==> config.mk <==
export PLATFORM = sky130hd
export DESIGN_NAME = eocs_top
export DESIGN_NICKNAME = d
export VERILOG_FILES = /design/src/eocs_pkg.sv /design/src/eocs_top.sv
export SDC_FILE = /design/constraint.sdc
export NUM_CORES = 1
export LEC_CHECK = 0
export BUFFER_PORTS_ARGS = -buffer_cell sky130_fd_sc_hd__buf_2
export CORE_MARGIN = 1
export CORE_UTILIZATION = 47
export CTS_CLUSTER_SIZE = 8
export DETAILED_ROUTE_END_ITERATION = 8
export GPL_TIMING_DRIVEN = 0
export PLACE_DENSITY = 0.77
export SKIP_CTS_REPAIR_TIMING = 1
export SYNTH_ARGS = -nofsm -noshare
export SYNTH_HDL_FRONTEND = slang
export SYNTH_SLANG_ARGS = --single-unit
==> constraint.sdc <==
create_clock -name CLK_SYS -period 2.1 [get_ports CLK_SYS]
set_input_delay 0 -clock CLK_SYS [delete_from_list [all_inputs] [get_ports CLK_SYS]]
set_output_delay 0 -clock CLK_SYS [all_outputs]
set_load 0.01 [all_outputs]
==> src/eocs_pkg.sv <==
/*
  Package for the external oscillator clock select block: register map,
  field positions, reset values, mode codes, timing counts and carriers.
  Assumes a 50 MHz system clock and an AXI4-Lite register bus.
*/
`default_nettype none
package eocs_pkg;
  // ----------------------------------------
  // Register map (byte addresses)
  // ----------------------------------------
  localparam logic [7:0] EOCS_EXT_OSC_CTRL_IDX = 8'hb1;
  localparam logic [11:0] EOCS_ADDR_EXT_OSC_CTRL = {2'h0, EOCS_EXT_OSC_CTRL_IDX, 2'h0};
  localparam logic [11:0] EOCS_ADDR_CLK_SEL = 12'h400;
  localparam logic [11:0] EOCS_ADDR_IRQ_STAT = 12'h404;
  localparam logic [11:0] EOCS_ADDR_IRQ_MASK = 12'h408;
  localparam logic [11:0] EOCS_ADDR_STATUS = 12'h40c;
  // ----------------------------------------
  // Field positions
  // ----------------------------------------
  localparam int EOCS_VALID_BIT = 7;
  localparam int EOCS_MODE_LSB = 4;
  localparam int EOCS_MODE_MSB = 6;
  localparam int EOCS_FREQ_LSB = 0;
  localparam int EOCS_FREQ_MSB = 2;
  localparam int EOCS_IRQ_VALID_RISE = 0;
  localparam int EOCS_IRQ_VALID_FALL = 1;
  localparam int EOCS_IRQ_SRC_SWITCH = 2;
  localparam int EOCS_IRQ_W = 3;
  // ----------------------------------------
  // Reset values
  // ----------------------------------------
  localparam logic [2:0] EOCS_MODE_RST = 3'h0;
  localparam logic [2:0] EOCS_FREQ_RST = 3'h0;
  localparam logic EOCS_SRC_RST = 1'b0;
  localparam logic [EOCS_IRQ_W-1:0] EOCS_IRQ_RST = 3'h0;
  // ----------------------------------------
  // Mode codes
  // ----------------------------------------
  localparam logic [2:0] EOCS_MODE_CMOS = 3'h2;
  localparam logic [2:0] EOCS_MODE_CMOS_DIV2 = 3'h3;
  localparam logic [2:0] EOCS_MODE_RC = 3'h4;
  localparam logic [2:0] EOCS_MODE_CAP = 3'h5;
  localparam logic [2:0] EOCS_MODE_XTAL = 3'h6;
  localparam logic [2:0] EOCS_MODE_XTAL_DIV2 = 3'h7;
  // ----------------------------------------
  // Timing
  // ----------------------------------------
  localparam int EOCS_CLK_HZ = 50000000;
  localparam int EOCS_XTAL_SETTLE_US = 1000;
  localparam int EOCS_XTAL_SETTLE_CYC = (EOCS_CLK_HZ / 1000000) * EOCS_XTAL_SETTLE_US;
  localparam int EOCS_CNT_W = 16;
  // ----------------------------------------
  // Carriers
  // ----------------------------------------
  typedef struct packed {
    logic [2:0] mode;
    logic [2:0] freq;
    logic src_ext;
  } eocs_ctrl_t;
  typedef enum logic [2:0] {
    EOCS_XT_OFF = 3'b001,
    EOCS_XT_SETTLE = 3'b010,
    EOCS_XT_VALID = 3'b100
  } eocs_xt_t;
  typedef struct packed {
    eocs_ctrl_t ctrl;
    eocs_xt_t xt;
    logic [EOCS_CNT_W-1:0] cnt;
    logic [EOCS_IRQ_W-1:0] stat;
    logic [EOCS_IRQ_W-1:0] mask;
    logic irq;
    logic ext_div;
    logic ext_clk_out;
    logic sys_clk_out;
    logic [2:0] pin_sync;
    logic pin_level;
    logic xtal_pins_claim;
    logic p03_claim;
    logic awv;
    logic [11:0] awa;
    logic wv;
    logic [31:0] wd;
    logic [3:0] ws;
    logic bvalid;
    logic [1:0] bresp;
    logic rvalid;
    logic [1:0] rresp;
    logic [31:0] rdata;
  } eocs_state_t;
endpackage : eocs_pkg
`default_nettype wire

==> src/eocs_top.sv <==
/*
  External oscillator control, crystal valid tracking and system clock
  source select, reached over AXI4-Lite.
  Assumes the oscillator clock pin and the crystal amplitude-good level
  arrive asynchronously; the internal oscillator is a synchronous input.
*/
// The AXI4-Lite interface to the registers is this design's own decision.
// Notes on behaviour
// - Valid flag sits in control bit 7, read only, meaningful in crystal modes.
// - Mode field bits 6..4: 00x off, 010 CMOS, 100 RC, 101 cap, 110 crystal.
// - Modes 011 and 111 halve the external clock; 010, 100, 101 and 110 pass it undivided.
// - System clock comes from external oscillator only when select bit 0 is 1.
// - External clock stays available to timers while internal drives the system.
// - Source may change on the fly once the new oscillator is enabled and settled.
// - Internal source may be selected in the write right after enabling it.
// - Hardware alone sets the valid flag once the crystal has settled.
// - RC and capacitor modes are usable at once, with no settling interval.
// - Crystal mode claims port 0 pins 2 and 3; CMOS, RC and capacitor modes claim only pin 3.
`default_nettype none
module eocs_top
  import eocs_pkg::*;
(
  input wire logic CLK_SYS,
  input wire logic RST_N,
  input wire logic CE,
  input wire logic EXT_OSC_PIN,
  input wire logic XTAL_AMP_OK,
  input wire logic INT_OSC_CLK,
  output logic EXT_OSC_CLK,
  output logic SYS_CLK_OUT,
  output logic XTAL_PINS_CLAIM,
  output logic P03_CLAIM,
  output logic IRQ,
  input wire logic [11:0] S_AXI_AWADDR,
  input wire logic S_AXI_AWVALID,
  output logic S_AXI_AWREADY,
  input wire logic [31:0] S_AXI_WDATA,
  input wire logic [3:0] S_AXI_WSTRB,
  input wire logic S_AXI_WVALID,
  output logic S_AXI_WREADY,
  output logic [1:0] S_AXI_BRESP,
  output logic S_AXI_BVALID,
  input wire logic S_AXI_BREADY,
  input wire logic [11:0] S_AXI_ARADDR,
  input wire logic S_AXI_ARVALID,
  output logic S_AXI_ARREADY,
  output logic [31:0] S_AXI_RDATA,
  output logic [1:0] S_AXI_RRESP,
  output logic S_AXI_RVALID,
  input wire logic S_AXI_RREADY
);
  localparam logic [EOCS_CNT_W-1:0] SETTLE_CNT = EOCS_CNT_W'(EOCS_XTAL_SETTLE_CYC);

  eocs_state_t s_q, s_d;
  logic [2:0] amp_sync_q;
  logic amp_ok;
  logic amp_lvl_q;
  logic xtal_mode, div_mode, valid_flag, wr_go;
  logic [7:0] ctrl_rd;

  // ----------------------------------------
  // Asynchronous amplitude detector input
  // ----------------------------------------
  always_ff @(posedge CLK_SYS or negedge RST_N) begin
    if (!RST_N) begin
      amp_sync_q <= 3'h0;
      amp_lvl_q <= 1'b0;
    end else if (CE) begin
      amp_sync_q <= {amp_sync_q[1:0], XTAL_AMP_OK};
      if (amp_sync_q[1] == amp_sync_q[2]) begin
        amp_lvl_q <= amp_sync_q[2];
      end
    end
  end
  assign amp_ok = amp_lvl_q;

  assign xtal_mode = s_q.ctrl.mode[2:1] == 2'b11;
  assign div_mode = s_q.ctrl.mode[1:0] == 2'b11 && s_q.ctrl.mode != EOCS_MODE_RST;
  assign valid_flag = xtal_mode && s_q.xt == EOCS_XT_VALID;
  assign ctrl_rd = {valid_flag, s_q.ctrl.mode, 1'b0, s_q.ctrl.freq};
  assign wr_go = s_q.awv && s_q.wv && !s_q.bvalid;

  // ----------------------------------------
  // Next state
  // ----------------------------------------
  always_comb begin
    logic [EOCS_IRQ_W-1:0] ev;
    logic valid_now;
    logic [7:0] wb;
    ev = '0;
    valid_now = 1'b0;
    wb = '0;
    s_d = s_q;
    // Crystal settling tracker
    unique case (s_q.xt)
      EOCS_XT_OFF: begin
        s_d.cnt = '0;
        if (xtal_mode) begin
          s_d.xt = EOCS_XT_SETTLE;
        end
      end
      EOCS_XT_SETTLE: begin
        if (!xtal_mode) begin
          s_d.xt = EOCS_XT_OFF;
        end else if (s_q.cnt >= SETTLE_CNT - 1'b1 && amp_ok) begin
          s_d.xt = EOCS_XT_VALID;
        end else if (s_q.cnt < SETTLE_CNT - 1'b1) begin
          s_d.cnt = s_q.cnt + 1'b1;
        end
      end
      EOCS_XT_VALID: begin
        if (!xtal_mode || !amp_ok) begin
          s_d.xt = EOCS_XT_OFF;
        end
      end
    endcase
    valid_now = s_d.xt == EOCS_XT_VALID;
    ev[EOCS_IRQ_VALID_RISE] = valid_now && s_q.xt != EOCS_XT_VALID;
    ev[EOCS_IRQ_VALID_FALL] = !valid_now && s_q.xt == EOCS_XT_VALID;
    // External clock path, running for timers in every mode except off (00x)
    s_d.pin_sync = {s_q.pin_sync[1:0], EXT_OSC_PIN};
    if (s_q.pin_sync[1] == s_q.pin_sync[2]) begin
      s_d.pin_level = s_q.pin_sync[2];
    end
    if (s_q.ctrl.mode[2:1] == 2'b00) begin
      s_d.ext_div = 1'b0;
      s_d.ext_clk_out = 1'b0;
    end else if (div_mode) begin
      if (s_d.pin_level && !s_q.pin_level) begin
        s_d.ext_div = !s_q.ext_div;
      end
      s_d.ext_clk_out = s_d.ext_div;
    end else begin
      s_d.ext_clk_out = s_d.pin_level;
    end
    s_d.sys_clk_out = s_q.ctrl.src_ext ? s_d.ext_clk_out : INT_OSC_CLK;
    s_d.xtal_pins_claim = xtal_mode;
    s_d.p03_claim = s_q.ctrl.mode[2:1] != 2'b00;
    // Register bus
    if (S_AXI_AWVALID && !s_q.awv) begin
      s_d.awv = 1'b1;
      s_d.awa = S_AXI_AWADDR;
    end
    if (S_AXI_WVALID && !s_q.wv) begin
      s_d.wv = 1'b1;
      s_d.wd = S_AXI_WDATA;
      s_d.ws = S_AXI_WSTRB;
    end
    if (wr_go) begin
      s_d.awv = 1'b0;
      s_d.wv = 1'b0;
      s_d.bvalid = 1'b1;
      s_d.bresp = 2'b00;
      wb = s_q.wd[7:0];
      unique case ({s_q.ws[0], s_q.awa[11:2], 2'b00})
        {1'b1, EOCS_ADDR_EXT_OSC_CTRL}: begin
          s_d.ctrl.mode = wb[EOCS_MODE_MSB:EOCS_MODE_LSB];
          s_d.ctrl.freq = wb[EOCS_FREQ_MSB:EOCS_FREQ_LSB];
        end
        {1'b1, EOCS_ADDR_CLK_SEL}: begin
          s_d.ctrl.src_ext = wb[0];
          ev[EOCS_IRQ_SRC_SWITCH] = wb[0] != s_q.ctrl.src_ext;
        end
        {1'b1, EOCS_ADDR_IRQ_MASK}: begin
          s_d.mask = wb[EOCS_IRQ_W-1:0];
        end
        {1'b1, EOCS_ADDR_IRQ_STAT}: begin
          s_d.stat = s_q.stat & ~wb[EOCS_IRQ_W-1:0];
        end
        {1'b0, EOCS_ADDR_EXT_OSC_CTRL}, {1'b0, EOCS_ADDR_CLK_SEL},
        {1'b0, EOCS_ADDR_IRQ_MASK}, {1'b0, EOCS_ADDR_IRQ_STAT},
        {1'b0, EOCS_ADDR_STATUS}, {1'b1, EOCS_ADDR_STATUS}: begin
        end
        default: begin
          s_d.bresp = 2'b10;
        end
      endcase
    end
    if (s_q.bvalid && S_AXI_BREADY) begin
      s_d.bvalid = 1'b0;
    end
    // Set wins over clear
    s_d.stat = s_d.stat | ev;
    s_d.irq = |(s_d.stat & s_d.mask);
    if (S_AXI_ARVALID && !s_q.rvalid) begin
      s_d.rvalid = 1'b1;
      s_d.rresp = 2'b00;
      s_d.rdata = '0;
      unique case ({S_AXI_ARADDR[11:2], 2'b00})
        EOCS_ADDR_EXT_OSC_CTRL: s_d.rdata[7:0] = ctrl_rd;
        EOCS_ADDR_CLK_SEL: s_d.rdata[0] = s_q.ctrl.src_ext;
        EOCS_ADDR_IRQ_STAT: s_d.rdata[EOCS_IRQ_W-1:0] = s_q.stat;
        EOCS_ADDR_IRQ_MASK: s_d.rdata[EOCS_IRQ_W-1:0] = s_q.mask;
        EOCS_ADDR_STATUS: s_d.rdata[2:0] = {s_q.p03_claim, s_q.xtal_pins_claim, s_q.ext_clk_out};
        default: s_d.rresp = 2'b10;
      endcase
    end else if (s_q.rvalid && S_AXI_RREADY) begin
      s_d.rvalid = 1'b0;
    end
  end

  always_ff @(posedge CLK_SYS or negedge RST_N) begin
    if (!RST_N) begin
      s_q <= '0;
      s_q.ctrl.mode <= EOCS_MODE_RST;
      s_q.ctrl.freq <= EOCS_FREQ_RST;
      s_q.ctrl.src_ext <= EOCS_SRC_RST;
      s_q.xt <= EOCS_XT_OFF;
      s_q.stat <= EOCS_IRQ_RST;
      s_q.mask <= EOCS_IRQ_RST;
    end else if (CE) begin
      s_q <= s_d;
    end
  end

  // ----------------------------------------
  // Outputs
  // ----------------------------------------
  assign EXT_OSC_CLK = s_q.ext_clk_out;
  assign SYS_CLK_OUT = s_q.sys_clk_out;
  assign XTAL_PINS_CLAIM = s_q.xtal_pins_claim;
  assign P03_CLAIM = s_q.p03_claim;
  assign IRQ = s_q.irq;
  assign S_AXI_AWREADY = !s_q.awv;
  assign S_AXI_WREADY = !s_q.wv;
  assign S_AXI_BVALID = s_q.bvalid;
  assign S_AXI_BRESP = s_q.bresp;
  assign S_AXI_ARREADY = !s_q.rvalid;
  assign S_AXI_RVALID = s_q.rvalid;
  assign S_AXI_RRESP = s_q.rresp;
  assign S_AXI_RDATA = s_q.rdata;
endmodule // eocs_top
`default_nettype wire

==> results of run 1 <==
## sequential cells by signal, summed over array words and instances (netlist names), 2 cells and up
signal,count
s_q,48
amp_sync_q,3
S_AXI_RDATA,7
s_d,2
ctrl_rd,6
## power groups by stage
stage / Combinational (uW) / Sequential (uW) / Clock (uW)
final: 971 / 1990 / 1370
after global routing: 1080 / 2020 / 1450
after CTS: 854 / 1970 / 1390
after detailed placement: 852 / 2000 / 0
after global placement: 807 / 1970 / 0
after floorplan: 610 / 1930 / 0
## area by class of cell
cell class / count / area, sq um
Multi-Input combinational cell: 282 / 1867
Inverter: 11 / 41.29
Tap cell: 105 / 131.4
Timing Repair Buffer: 87 / 596.8
Sequential cell: 76 / 1903
Fill cell: 664 / 3057
Clock inverter: 7 / 123.9
Clock buffer: 9 / 123.9
Buffer: 46 / 331.6
## per-layer routing
| layer | routed length [um] | vias up | global-route usage [%] |
|---|---|---|---|
| met2 | 4332 | 100 | 32.90 |
| met1 | 3847 | 1567 | 26.94 |
| li1 | - | 1560 | - |
| met3 | 420 | 22 | 3.821 |
| met4 | 205 | 0 | 10.13 |
| met5 | 0 | - | 0 |
## metrics by stage
step                      instance area (sq um)  util [%]  setup TNS (ns)  power, uW  hold slack, ns
after floorplan                            4038         -               0       2543         -0.2956
after global placement                     4444     54.36          -5.015       2779          0.2322
after detailed placement                   4474     54.73          -5.875       2850         -0.2013
after CTS                                  4722     57.76          -6.960       4217         -0.5878
after global routing                       5119     62.61         -0.8147       4544         0.01835
final                                      5119     62.61         -0.1929       4329         0.01590
## placed cells by master (no fill, tap or decap), types with 15 or more instances in the layout
master and n:
conb_1 27, buf_2 57, mux2_2 30, dlygate4sd3_1 23
nor2_1 29, o21ai_0 29, a21oi_1 15, nand2_1 45
dfrtp_1 75, buf_4 44
## logic make-up after synthesis
logic type,Yosys count
adders and majority gates,1
muxes,37
xor gates and xnor gates,11
and+or+nand+nor,134
other,1
DFF,76
buffers and inverters,58
AOI/OAI and AO/OA,72
## worst register-to-register path, stage by stage, from the launching register on
cell,delay (ns)
dfrtp_1,0.41
or4b_4,0.55
or2_4,0.29
nor4b_4,0.28
buf_6,0.16
mux2i_1,0.07
or2_1,0.20
a31oi_1,0.17
## how the worst max path moves through the flow
stage	startpoint	to	slack, ns	depth (start not counted)
6_report	s_q[84]	IRQ	-0.10	7
4_1_cts	s_q[104]	s_q[112]	-0.37	8
3_3_place_gp	s_q[104]	s_q[114]	-0.29	8
3_5_place_dp	s_q[104]	s_q[112]	-0.33	8
2_1_floorplan	s_q[80]	s_q[100]	0.001	5
5_1_grt	s_q[86]	IRQ	-0.19	7
==> results.json, run 1 <==
{
  "p_per_area_nw_per_um2": 845.7,
  "regToRegStartpoint": "s_q[84]",
  "grt_setup_unrepaired": "yes",
  "critical_path.endpoint_type": "flip-flop",
  "drtPass1Iterations": 4,
  "die_w_um": 93.56,
  "route.detailed.vias_per_inst": 5.215,
  "synth_flop_cell": "dfrtp_1",
  "synthesis.area_per_instance_sq_um": 10.10,
  "finalNonFillerCells": 623,
  "design.die.area_sq_um": 8753,
  "sequential_power_share_pct": 45.9,
  "comb_power_share_pct": 22.4,
  "crit_path_max_incr_delay_ns": 0.55,
  "timing.hold.worst_endpoint": "SYS_CLK_OUT",
  "design.portCount": 117,
  "layout_worst_path_cycle_share_pct": 104.8,
  "p_clk_share_pct": 31.6,
  "synth_largest_area_cell": "dfrtp_1",
  "clkLatencyLatePin_ns": 0.35,
  "timing.critical_path.max_delay_family": "simple AND/OR/NAND/NOR gates",
  "num_vias": 3249,
  "worst_ir_drop_vdd_mv": 0.6664,
  "area.growth.synth_to_final_pct": 29.91,
  "arithmetic_cell_share_of_the_synthesized_area_counting_full_adders_half_adders_and_majority_gates_pct": 0.3176,
  "report.final.hold_viol_count": 0,
  "ys_types": 58,
  "series_of_cell_instances_along_the_critical_path": "or4b_4 -> or2_4 -> nor4b_4 -> buf_6 -> mux2i_1 -> or2_1 -> a31oi_1",
  "critical_path.max_fanout": 4,
  "ys.warnings.count": 0,
  "worst_clock_skew_ns": 0.007305,
  "avgRoutedWirePerCell_um": 14.13,
  "synth_common_cells": "dfrtp_1 (75), nand2_1 (46), buf_4 (36), mux2_2 (31)",
  "cellInternalPower_uw": 3035,
  "grt_usage_pct": 20.60,
  "cp.buffers_inverters": 1,
  "synth-async-reset-ratio_pct": 100.0,
  "max_cap_viols": 0,
  "edff_count_synth": 0,
  "number_of_drc_markers_after_the_initial_detailed_route_iteration": 232,
  "postSynthCellCount": 390,
  "worst_ep_required_time_ns": 2.38,
  "startpoint_type": "flip-flop",
  "synth_seq_area_share_pct": 48.30,
  "max_slew_margin_pct": 64.18,
  "buffer_levels_on_the_longest_clock_path": 2,
  "place_inst": 577,
  "post-route-worst-setup-slack_ns": -0.1011,
  "number_of_antenna_violations_at_the_first_check_in_global_routing": 0,
  "slew_viol_final": 0,
  "detail_route.wirelength_um": 8805,
  "hold_depth": 4,
  "synth-simple-area-share_pct": 17.56,
  "synth_compound_area_share_pct": 11.11,
  "power.leakage_uw": 0.002443,
  "switching_share_pct": 29.89,
  "synth.most_common_cell": "dfrtp_1",
  "grt_pass1_vias": 3022,
  "report.final.setup_viol": 4,
  "grt_pass1_wl_um": 13900,
  "cpMaxStageDelayCell": "or4b_4",
  "timing.fmax_mhz": 454.3,
  "remaining_drc_errors": 0,
  "place_ws_ns": -0.3344,
  "hold_path_start": "INT_OSC_CLK",
  "critical_path_type": "reg -> reg",
  "mappedNetlistArea_sq_um": 3940,
  "htreeDepth": 3,
  "synth-xor-area-share_pct": 2.445,
  "yosys-mux-area-fraction_pct": 10.70,
  "cp.arrival_ns": 2.48,
  "r2r_slack_ns": -0.10,
  "largest_family_of_logic_cells_by_synthesized_area": "simple AND/OR/NAND/NOR gates",
  "violations": "setup timing",
  "globalplace.congestion": 0.8451,
  "grt_max_degree": 76,
  "worst_flop_to_flop_path_endpoint": "IRQ",
  "chipHeight_um": 93.56,
  "port_buffers": 55,
  "synth_top_cell_area_share_pct": 47.63,
  "final.min_clock_period_ns": 2.201,
  "grt_overflow_total": 0,
  "fp.coreArea_sq_um": 8175,
  "detailedPlacementHpwl_um": 6017,
  "numClockSinks": 76,
  "final_layout_size_suffix_gt1_share_pct": 33.20,
  "layout_net_count": 585,
  "synth.ff_latch_count": 76,
  "placement_row_count": 33,
  "cts.reportedPaths.clkPinSlew_ns": 0.08,
  "synth.area.top_cells": "dfrtp_1 (48%), mux2_2 (8.9%), buf_4 (6.9%)",
  "tritoncts": "built",
  "cts_buffers": 9,
  "diodes": 0,
  "cts-root-buf": "clkbuf_8",
  "class_of_the_most_critical_hold_timing_path": "in -> reg",
  "start_util_pct": 48.19,
  "status": "finished, violations left",
  "p_sw_uw": 1294,
  "r2r_cells": 7,
  "worstMarginPinSlew_ns": 0.5332,
  "final_antenna_net_count": 0
}
Note: power is estimated with default switching activity, not from simulation.
==> inputs of run 2 (changes only) <==
- ABC_AREA: default -> 1
- CORE_MARGIN: 1 -> 1.5
- CORE_UTILIZATION: 47 -> 48
==> results.json, run 2 <==
{
  "max_slew_margin_pct": 61.78,
  "detail_route.wirelength_um": 9543,
  "p_sw_uw": 1488,
  "post-route-worst-setup-slack_ns": 0.2659,
  "worst_ir_drop_vdd_mv": 0.5642,
  "grt_setup_unrepaired": "no",
  "synth_largest_area_cell": "dfrtp_1",
  "mappedNetlistArea_sq_um": 4278,
  "timing.critical_path.max_delay_family": "simple AND/OR/NAND/NOR gates",
  "synth_top_cell_area_share_pct": 43.87,
  "route.detailed.vias_per_inst": 4.910,
  "diodes": 0,
  "synthesis.area_per_instance_sq_um": 7.694,
  "hold_depth": 4,
  "critical_path.endpoint_type": "flip-flop",
  "final.min_clock_period_ns": 1.834,
  "clkLatencyLatePin_ns": 0.35,
  "worst_clock_skew_ns": 0.01377,
  "sequential_power_share_pct": 46.5,
  "finalNonFillerCells": 785,
  "report.final.hold_viol_count": 0,
  "synth.ff_latch_count": 76,
  "cpMaxStageDelayCell": "dfrtp_1",
  "status": "finished, final reports clean",
  "drtPass1Iterations": 6,
  "comb_power_share_pct": 28.8,
  "synth.most_common_cell": "nand2_1",
  "final_antenna_net_count": 0,
  "die_w_um": 97.41,
  "edff_count_synth": 0,
  "cts.reportedPaths.clkPinSlew_ns": 0.08,
  "timing.hold.worst_endpoint": "S_AXI_RRESP[1]",
  "synth-async-reset-ratio_pct": 100.0,
  "worst_flop_to_flop_path_endpoint": "s_q[115]",
  "buffer_levels_on_the_longest_clock_path": 2,
  "port_buffers": 55,
  "hold_path_start": "S_AXI_ARADDR[3]",
  "layout_worst_path_cycle_share_pct": 87.34,
  "synth_seq_area_share_pct": 44.49,
  "final_layout_size_suffix_gt1_share_pct": 20.83,
  "grt_overflow_total": 0,
  "grt_max_degree": 51,
  "grt_pass1_vias": 3567,
  "critical_path_type": "reg -> reg",
  "chipHeight_um": 97.41,
  "num_vias": 3854,
  "cp.buffers_inverters": 1,
  "tritoncts": "built",
  "worst_ep_required_time_ns": 2.34,
  "placement_row_count": 34,
  "slew_viol_final": 0,
  "area_after_dpl_sq_um": 4816,
  "place_ws_ns": 0.1891,
  "max_cap_viols": 0,
  "layout.cells.most_common_list": "nand2_1 (152), dfrtp_1 (75), nor2_1 (69), buf_2 (56), inv_1 (51)",
  "ys.warnings.count": 0,
  "synth_flop_cell": "dfrtp_1",
  "regToRegStartpoint": "s_q[104]",
  "timing.fmax_mhz": 545.2,
  "cp.arrival_ns": 2.07,
  "worstMarginPinSlew_ns": 0.5733,
  "number_of_antenna_violations_at_the_first_check_in_global_routing": 0,
  "fin_setup_tns_ns": 0,
  "avgRoutedWirePerCell_um": 12.16,
  "cellInternalPower_uw": 2763,
  "fp.coreArea_sq_um": 8678,
  "flip_flop_count_of_the_largest_register_after_layout": 48,
  "number_of_drc_markers_after_the_initial_detailed_route_iteration": 241,
  "place_inst": 746,
  "mostFrequentLayoutCell": "nand2_1",
  "series_of_cell_instances_along_the_critical_path": "ha_2 -> nand3_2 -> nand3_2 -> nand2_2 -> nand2_2 -> nand2_1 -> nand2_1 -> a21boi_2 -> nand2_4 -> buf_12 -> nand2_1 -> nand2_1",
  "critical_path.max_fanout": 10,
  "start_util_pct": 49.29,
  "synth.area.top_cells": "dfrtp_1 (44%), nand2_1 (13%), buf_4 (6.5%)",
  "power.leakage_uw": 0.002707,
  "crit_path_max_incr_delay_ns": 0.43,
  "post-route-cell-area_sq_um": 5239,
  "design.portCount": 117,
  "ys_types": 39,
  "r2r_cells": 12,
  "r2r_slack_ns": 0.27,
  "globalplace.congestion": 0.8946,
  "synth_common_cells": "nand2_1 (152), dfrtp_1 (75), nor2_1 (69), inv_1 (51), buf_4 (37)",
  "report.final.setup_viol": 0,
  "cts-root-buf": "clkbuf_8",
  "startpoint_type": "flip-flop",
  "top_register": "s_q",
  "postSynthCellCount": 556,
  "htreeDepth": 3,
  "grt_pass1_wl_um": 16160,
  "class_of_the_most_critical_hold_timing_path": "in -> reg",
  "crit_start": "s_q[104]",
  "grt_usage_pct": 20.75,
  "layout_net_count": 744,
  "critical-path-top-cell-by-count": "nand2_1",
  "design.die.area_sq_um": 9488,
  "switching_share_pct": 35.00,
  "p_clk_share_pct": 24.7,
  "detailedPlacementHpwl_um": 6991,
  "remaining_drc_errors": 0,
  "area.growth.synth_to_final_pct": 22.46,
  "cts_buffers": 9,
  "p_per_area_nw_per_um2": 811.4,
  "numClockSinks": 76
}
[run 2: changes by cell type in the layout (fill, tap and decap cells not counted), moves of 6 or more]
| cell | delta |
|---|---|
| nand2_1 | +107 |
| inv_1 | +41 |
| nor2_1 | +40 |
| nand3_1 | +23 |
| mux2_2 | -22 |
| buf_4 | -7 |
| nor3_1 | +7 |
| o21ai_0 | +6 |
[run 2: routing by layer]
metal	track usage (%)	part of all wire, %	up-vias	routed length, um
met5	0	0	-	0
li1	-	-	1947	-
met3	3.669	6.1	15	580
met4	7.582	1.7	0	162
met1	28.32	44	1752	4186
met2	33.28	48	140	4613
[run 2: power groups by stage]
stage               combinational (uW)  clock [uW]  sequential, uW
CTS                               1190        1070            1970
global placement                  1130           0            1980
finish                            1230        1050            1970
global route                      1380        1130            2020
detailed placement                1180           0            2000
floorplan                          858           0            1950
[run 2: cell type report]
cell class,count,area (sq um)
fill,815,3440
timing repair buffer,79,535.5
buffer,48,341.6
tap,108,135.1
multi-input combinational,404,1934
clock buffer,11,151.4
inverter,54,202.7
sequential,76,1903
clock inverter,5,35.03
[run 2: logic make-up (layout without fill, tap and decap cells)]
| family | count (synthesis) | in the layout | share of synthesized area (%) |
|---|---|---|---|
| buffers and inverters | 102 | 197 | 12.64 |
| xor gates and xnor gates | 12 | 12 | 2.457 |
| other | 1 | 27 | 0.08766 |
| DFF | 76 | 76 | 44.49 |
| and+or+nand+nor | 293 | 293 | 29.54 |
| adders and majority gates | 1 | 1 | 0.2924 |
| AOI/OAI and AO/OA | 63 | 63 | 8.394 |
| muxes | 8 | 8 | 2.106 |
[run 2: worst max path at each step]
stage | cells after the start | slack [ns] | end
after global routing | 13 | 0.03 | s_q[113]
after CTS | 13 | 0.16 | s_q[111]
after detailed placement | 13 | 0.19 | s_q[111]
final | 12 | 0.27 | s_q[115]
after floorplan | 12 | 0.43 | s_q[114]
after global placement | 13 | 0.24 | s_q[118]
[run 2: stage by stage]
stage	utilization [%]	power [uW]	hold WS, ns
after floorplan	-	2808	-0.2956
after detailed placement	55.49	3179	-0.05436
final	60.37	4251	0.03065
after global placement	55.15	3114	0.2151
after CTS	57.64	4223	-0.4333
after global routing	60.37	4532	0.06636
[run 2: worst reg2reg max path: stages (launching register included)]
cell and delay, ns:
dfrtp_1 0.43, ha_2 0.25, nand3_2 0.10, nand3_2 0.08, nand2_2 0.06, nand2_2 0.08, nand2_1 0.07, nand2_1 0.07
a21boi_2 0.20, nand2_4 0.11, buf_12 0.15, nand2_1 0.07, nand2_1 0.05
==> inputs of run 3 (changes only) <==
- CORE_UTILIZATION: 48 -> 57
- PLACE_DENSITY: 0.77 -> 0.86
- clock period: 2.1 -> 2.37 ns (I/O delays scaled with it)
==> results.json, run 3 (synthesis results as in run 2) <==
{
  "final.min_clock_period_ns": 1.946,
  "status": "finished, final reports clean",
  "die_w_um": 89.63,
  "port_buffers": 55,
  "fin_worst_hold_slack_ns": 0.01992,
  "num_vias": 3968,
  "critical_path.max_fanout": 10,
  "critical-path-top-cell-by-count": "nand2_1",
  "cpMaxStageDelayCell": "dfrtp_1",
  "remaining_drc_errors": 0,
  "chipHeight_um": 89.63,
  "tritoncts": "built",
  "area.growth.synth_to_final_pct": 22.52,
  "class_of_the_most_critical_hold_timing_path": "in -> reg",
  "flip_flop_count_of_the_largest_register_after_layout": 48,
  "globalplace.congestion": 0.9407,
  "avgRoutedWirePerCell_um": 13.05,
  "diodes": 0,
  "fin_setup_tns_ns": 0,
  "layout_net_count": 744,
  "max_slew_margin_pct": 59.94,
  "buffer_levels_on_the_longest_clock_path": 2,
  "grt_usage_pct": 25.19,
  "grt_max_degree": 56,
  "clkLatencyLatePin_ns": 0.36,
  "post-route-worst-setup-slack_ns": 0.4237,
  "startpoint_type": "flip-flop",
  "detailedPlacementHpwl_um": 7188,
  "cp.arrival_ns": 2.24,
  "final_layout_size_suffix_gt1_share_pct": 20.68,
  "hold_path_start": "S_AXI_ARADDR[3]",
  "critical_path.endpoint_type": "flip-flop",
  "worst_clock_skew_ns": 0.01598,
  "grt_pass1_vias": 3546,
  "crit_path_max_incr_delay_ns": 0.44,
  "report.final.setup_viol": 0,
  "report.final.hold_viol_count": 0,
  "grt_overflow_total": 0,
  "fp.coreArea_sq_um": 7253,
  "final_antenna_net_count": 0,
  "max_cap_viols": 0,
  "regToRegStartpoint": "s_q[104]",
  "series_of_cell_instances_along_the_critical_path": "ha_1 -> nand3_2 -> nand3_2 -> nand2_2 -> nand2_2 -> nand2_1 -> nand2_1 -> nand2_1 -> nand2_1 -> nor2_4 -> buf_4 -> nand2_1 -> nand2_1",
  "slew_viol_final": 0,
  "cts_buffers": 9,
  "grt_setup_unrepaired": "no",
  "start_util_pct": 58.98,
  "cts.reportedPaths.clkPinSlew_ns": 0.08,
  "placement_row_count": 31,
  "timing.fmax_mhz": 513.8,
  "grt_pass1_wl_um": 15660,
  "worst_ep_required_time_ns": 2.66,
  "layout_worst_path_cycle_share_pct": 82.12,
  "numClockSinks": 76,
  "drtPass1Iterations": 5,
  "htreeDepth": 3,
  "cts-root-buf": "clkbuf_8",
  "route.detailed.vias_per_inst": 5.113,
  "critical_path_type": "reg -> reg",
  "mostFrequentLayoutCell": "nand2_1",
  "top_register": "s_q",
  "p_per_area_nw_per_um2": 745.5,
  "worst_ir_drop_vdd_mv": 0.6755,
  "number_of_antenna_violations_at_the_first_check_in_global_routing": 0,
  "crit_start": "s_q[104]",
  "design.portCount": 117,
  "fillerInstances": 539,
  "power.leakage_uw": 0.002717,
  "number_of_drc_markers_after_the_initial_detailed_route_iteration": 314,
  "layout.cells.most_common_list": "nand2_1 (152), dfrtp_1 (75), nor2_1 (69), buf_2 (56), inv_1 (51)",
  "worstMarginPinSlew_ns": 0.6010,
  "place_ws_ns": 0.4740,
  "detail_route.wirelength_um": 10130,
  "design.die.area_sq_um": 8034
}
## run 3: through the flow
stage	instances	utilization [%]	power (uW)	cell area (sq um)
floorplan	582	-	2488	4375
global placement	736	65.83	2759	4775
detailed placement	737	66.24	2822	4805
CTS	753	69.09	3848	5011
global route	776	72.26	4110	5241
finish	776	72.26	3907	5241
## run 3: path summary, 6_finish.rpt
path | endpoint | slack [ns] | cells past startpoint
setup reg to reg | s_q[111] | 0.42 | 13
setup / recovery | s_q[111] | 0.42 | 13
min in group asynchronous | s_q[74] | 0.06 | 2
max in group asynchronous | s_q[120] | 1.70 | 3
hold reg to reg | SYS_CLK_OUT | 0.49 | 2
hold / removal | S_AXI_RRESP[1] | 0.02 | 4
## run 3: final cells by class
class | instances | area [sq um] | share of cell area, %
Sequential cell | 76 | 1903 | 36.31
Clock buffer | 10 | 137.6 | 2.626
Inverter | 54 | 202.7 | 3.867
Timing Repair Buffer | 79 | 535.5 | 10.22
Tap cell | 99 | 123.9 | 2.363
Buffer | 48 | 337.8 | 6.445
Clock inverter | 6 | 68.82 | 1.313
Multi-Input combinational cell | 404 | 1932 | 36.86
## run 3: report_power, final
part	internal, uW	switching [uW]	leakage [uW]
Sequential	1570	197	0.000944
Clock	524	518	0.000104
Combinational	439	664	0.00167
## run 3: routing by layer
metal / track usage (%) / part of all wire [%] / vias to the layer above
met4: 7.552 / 1.6 / 0
met3: 5.576 / 7.8 / 21
met1: 32.40 / 40 / 1800
met2: 42.67 / 50 / 197
li1: - / - / 1950
met5: 0 / 0 / -
## run 3: worst max-delay path: cells and delay by family (launching register included)
kind / cells / cell delay (ns)
adders and majority gates: 1 / 0.30
DFF: 1 / 0.44
and+or+nand+nor: 11 / 0.93
buffers and inverters: 1 / 0.20
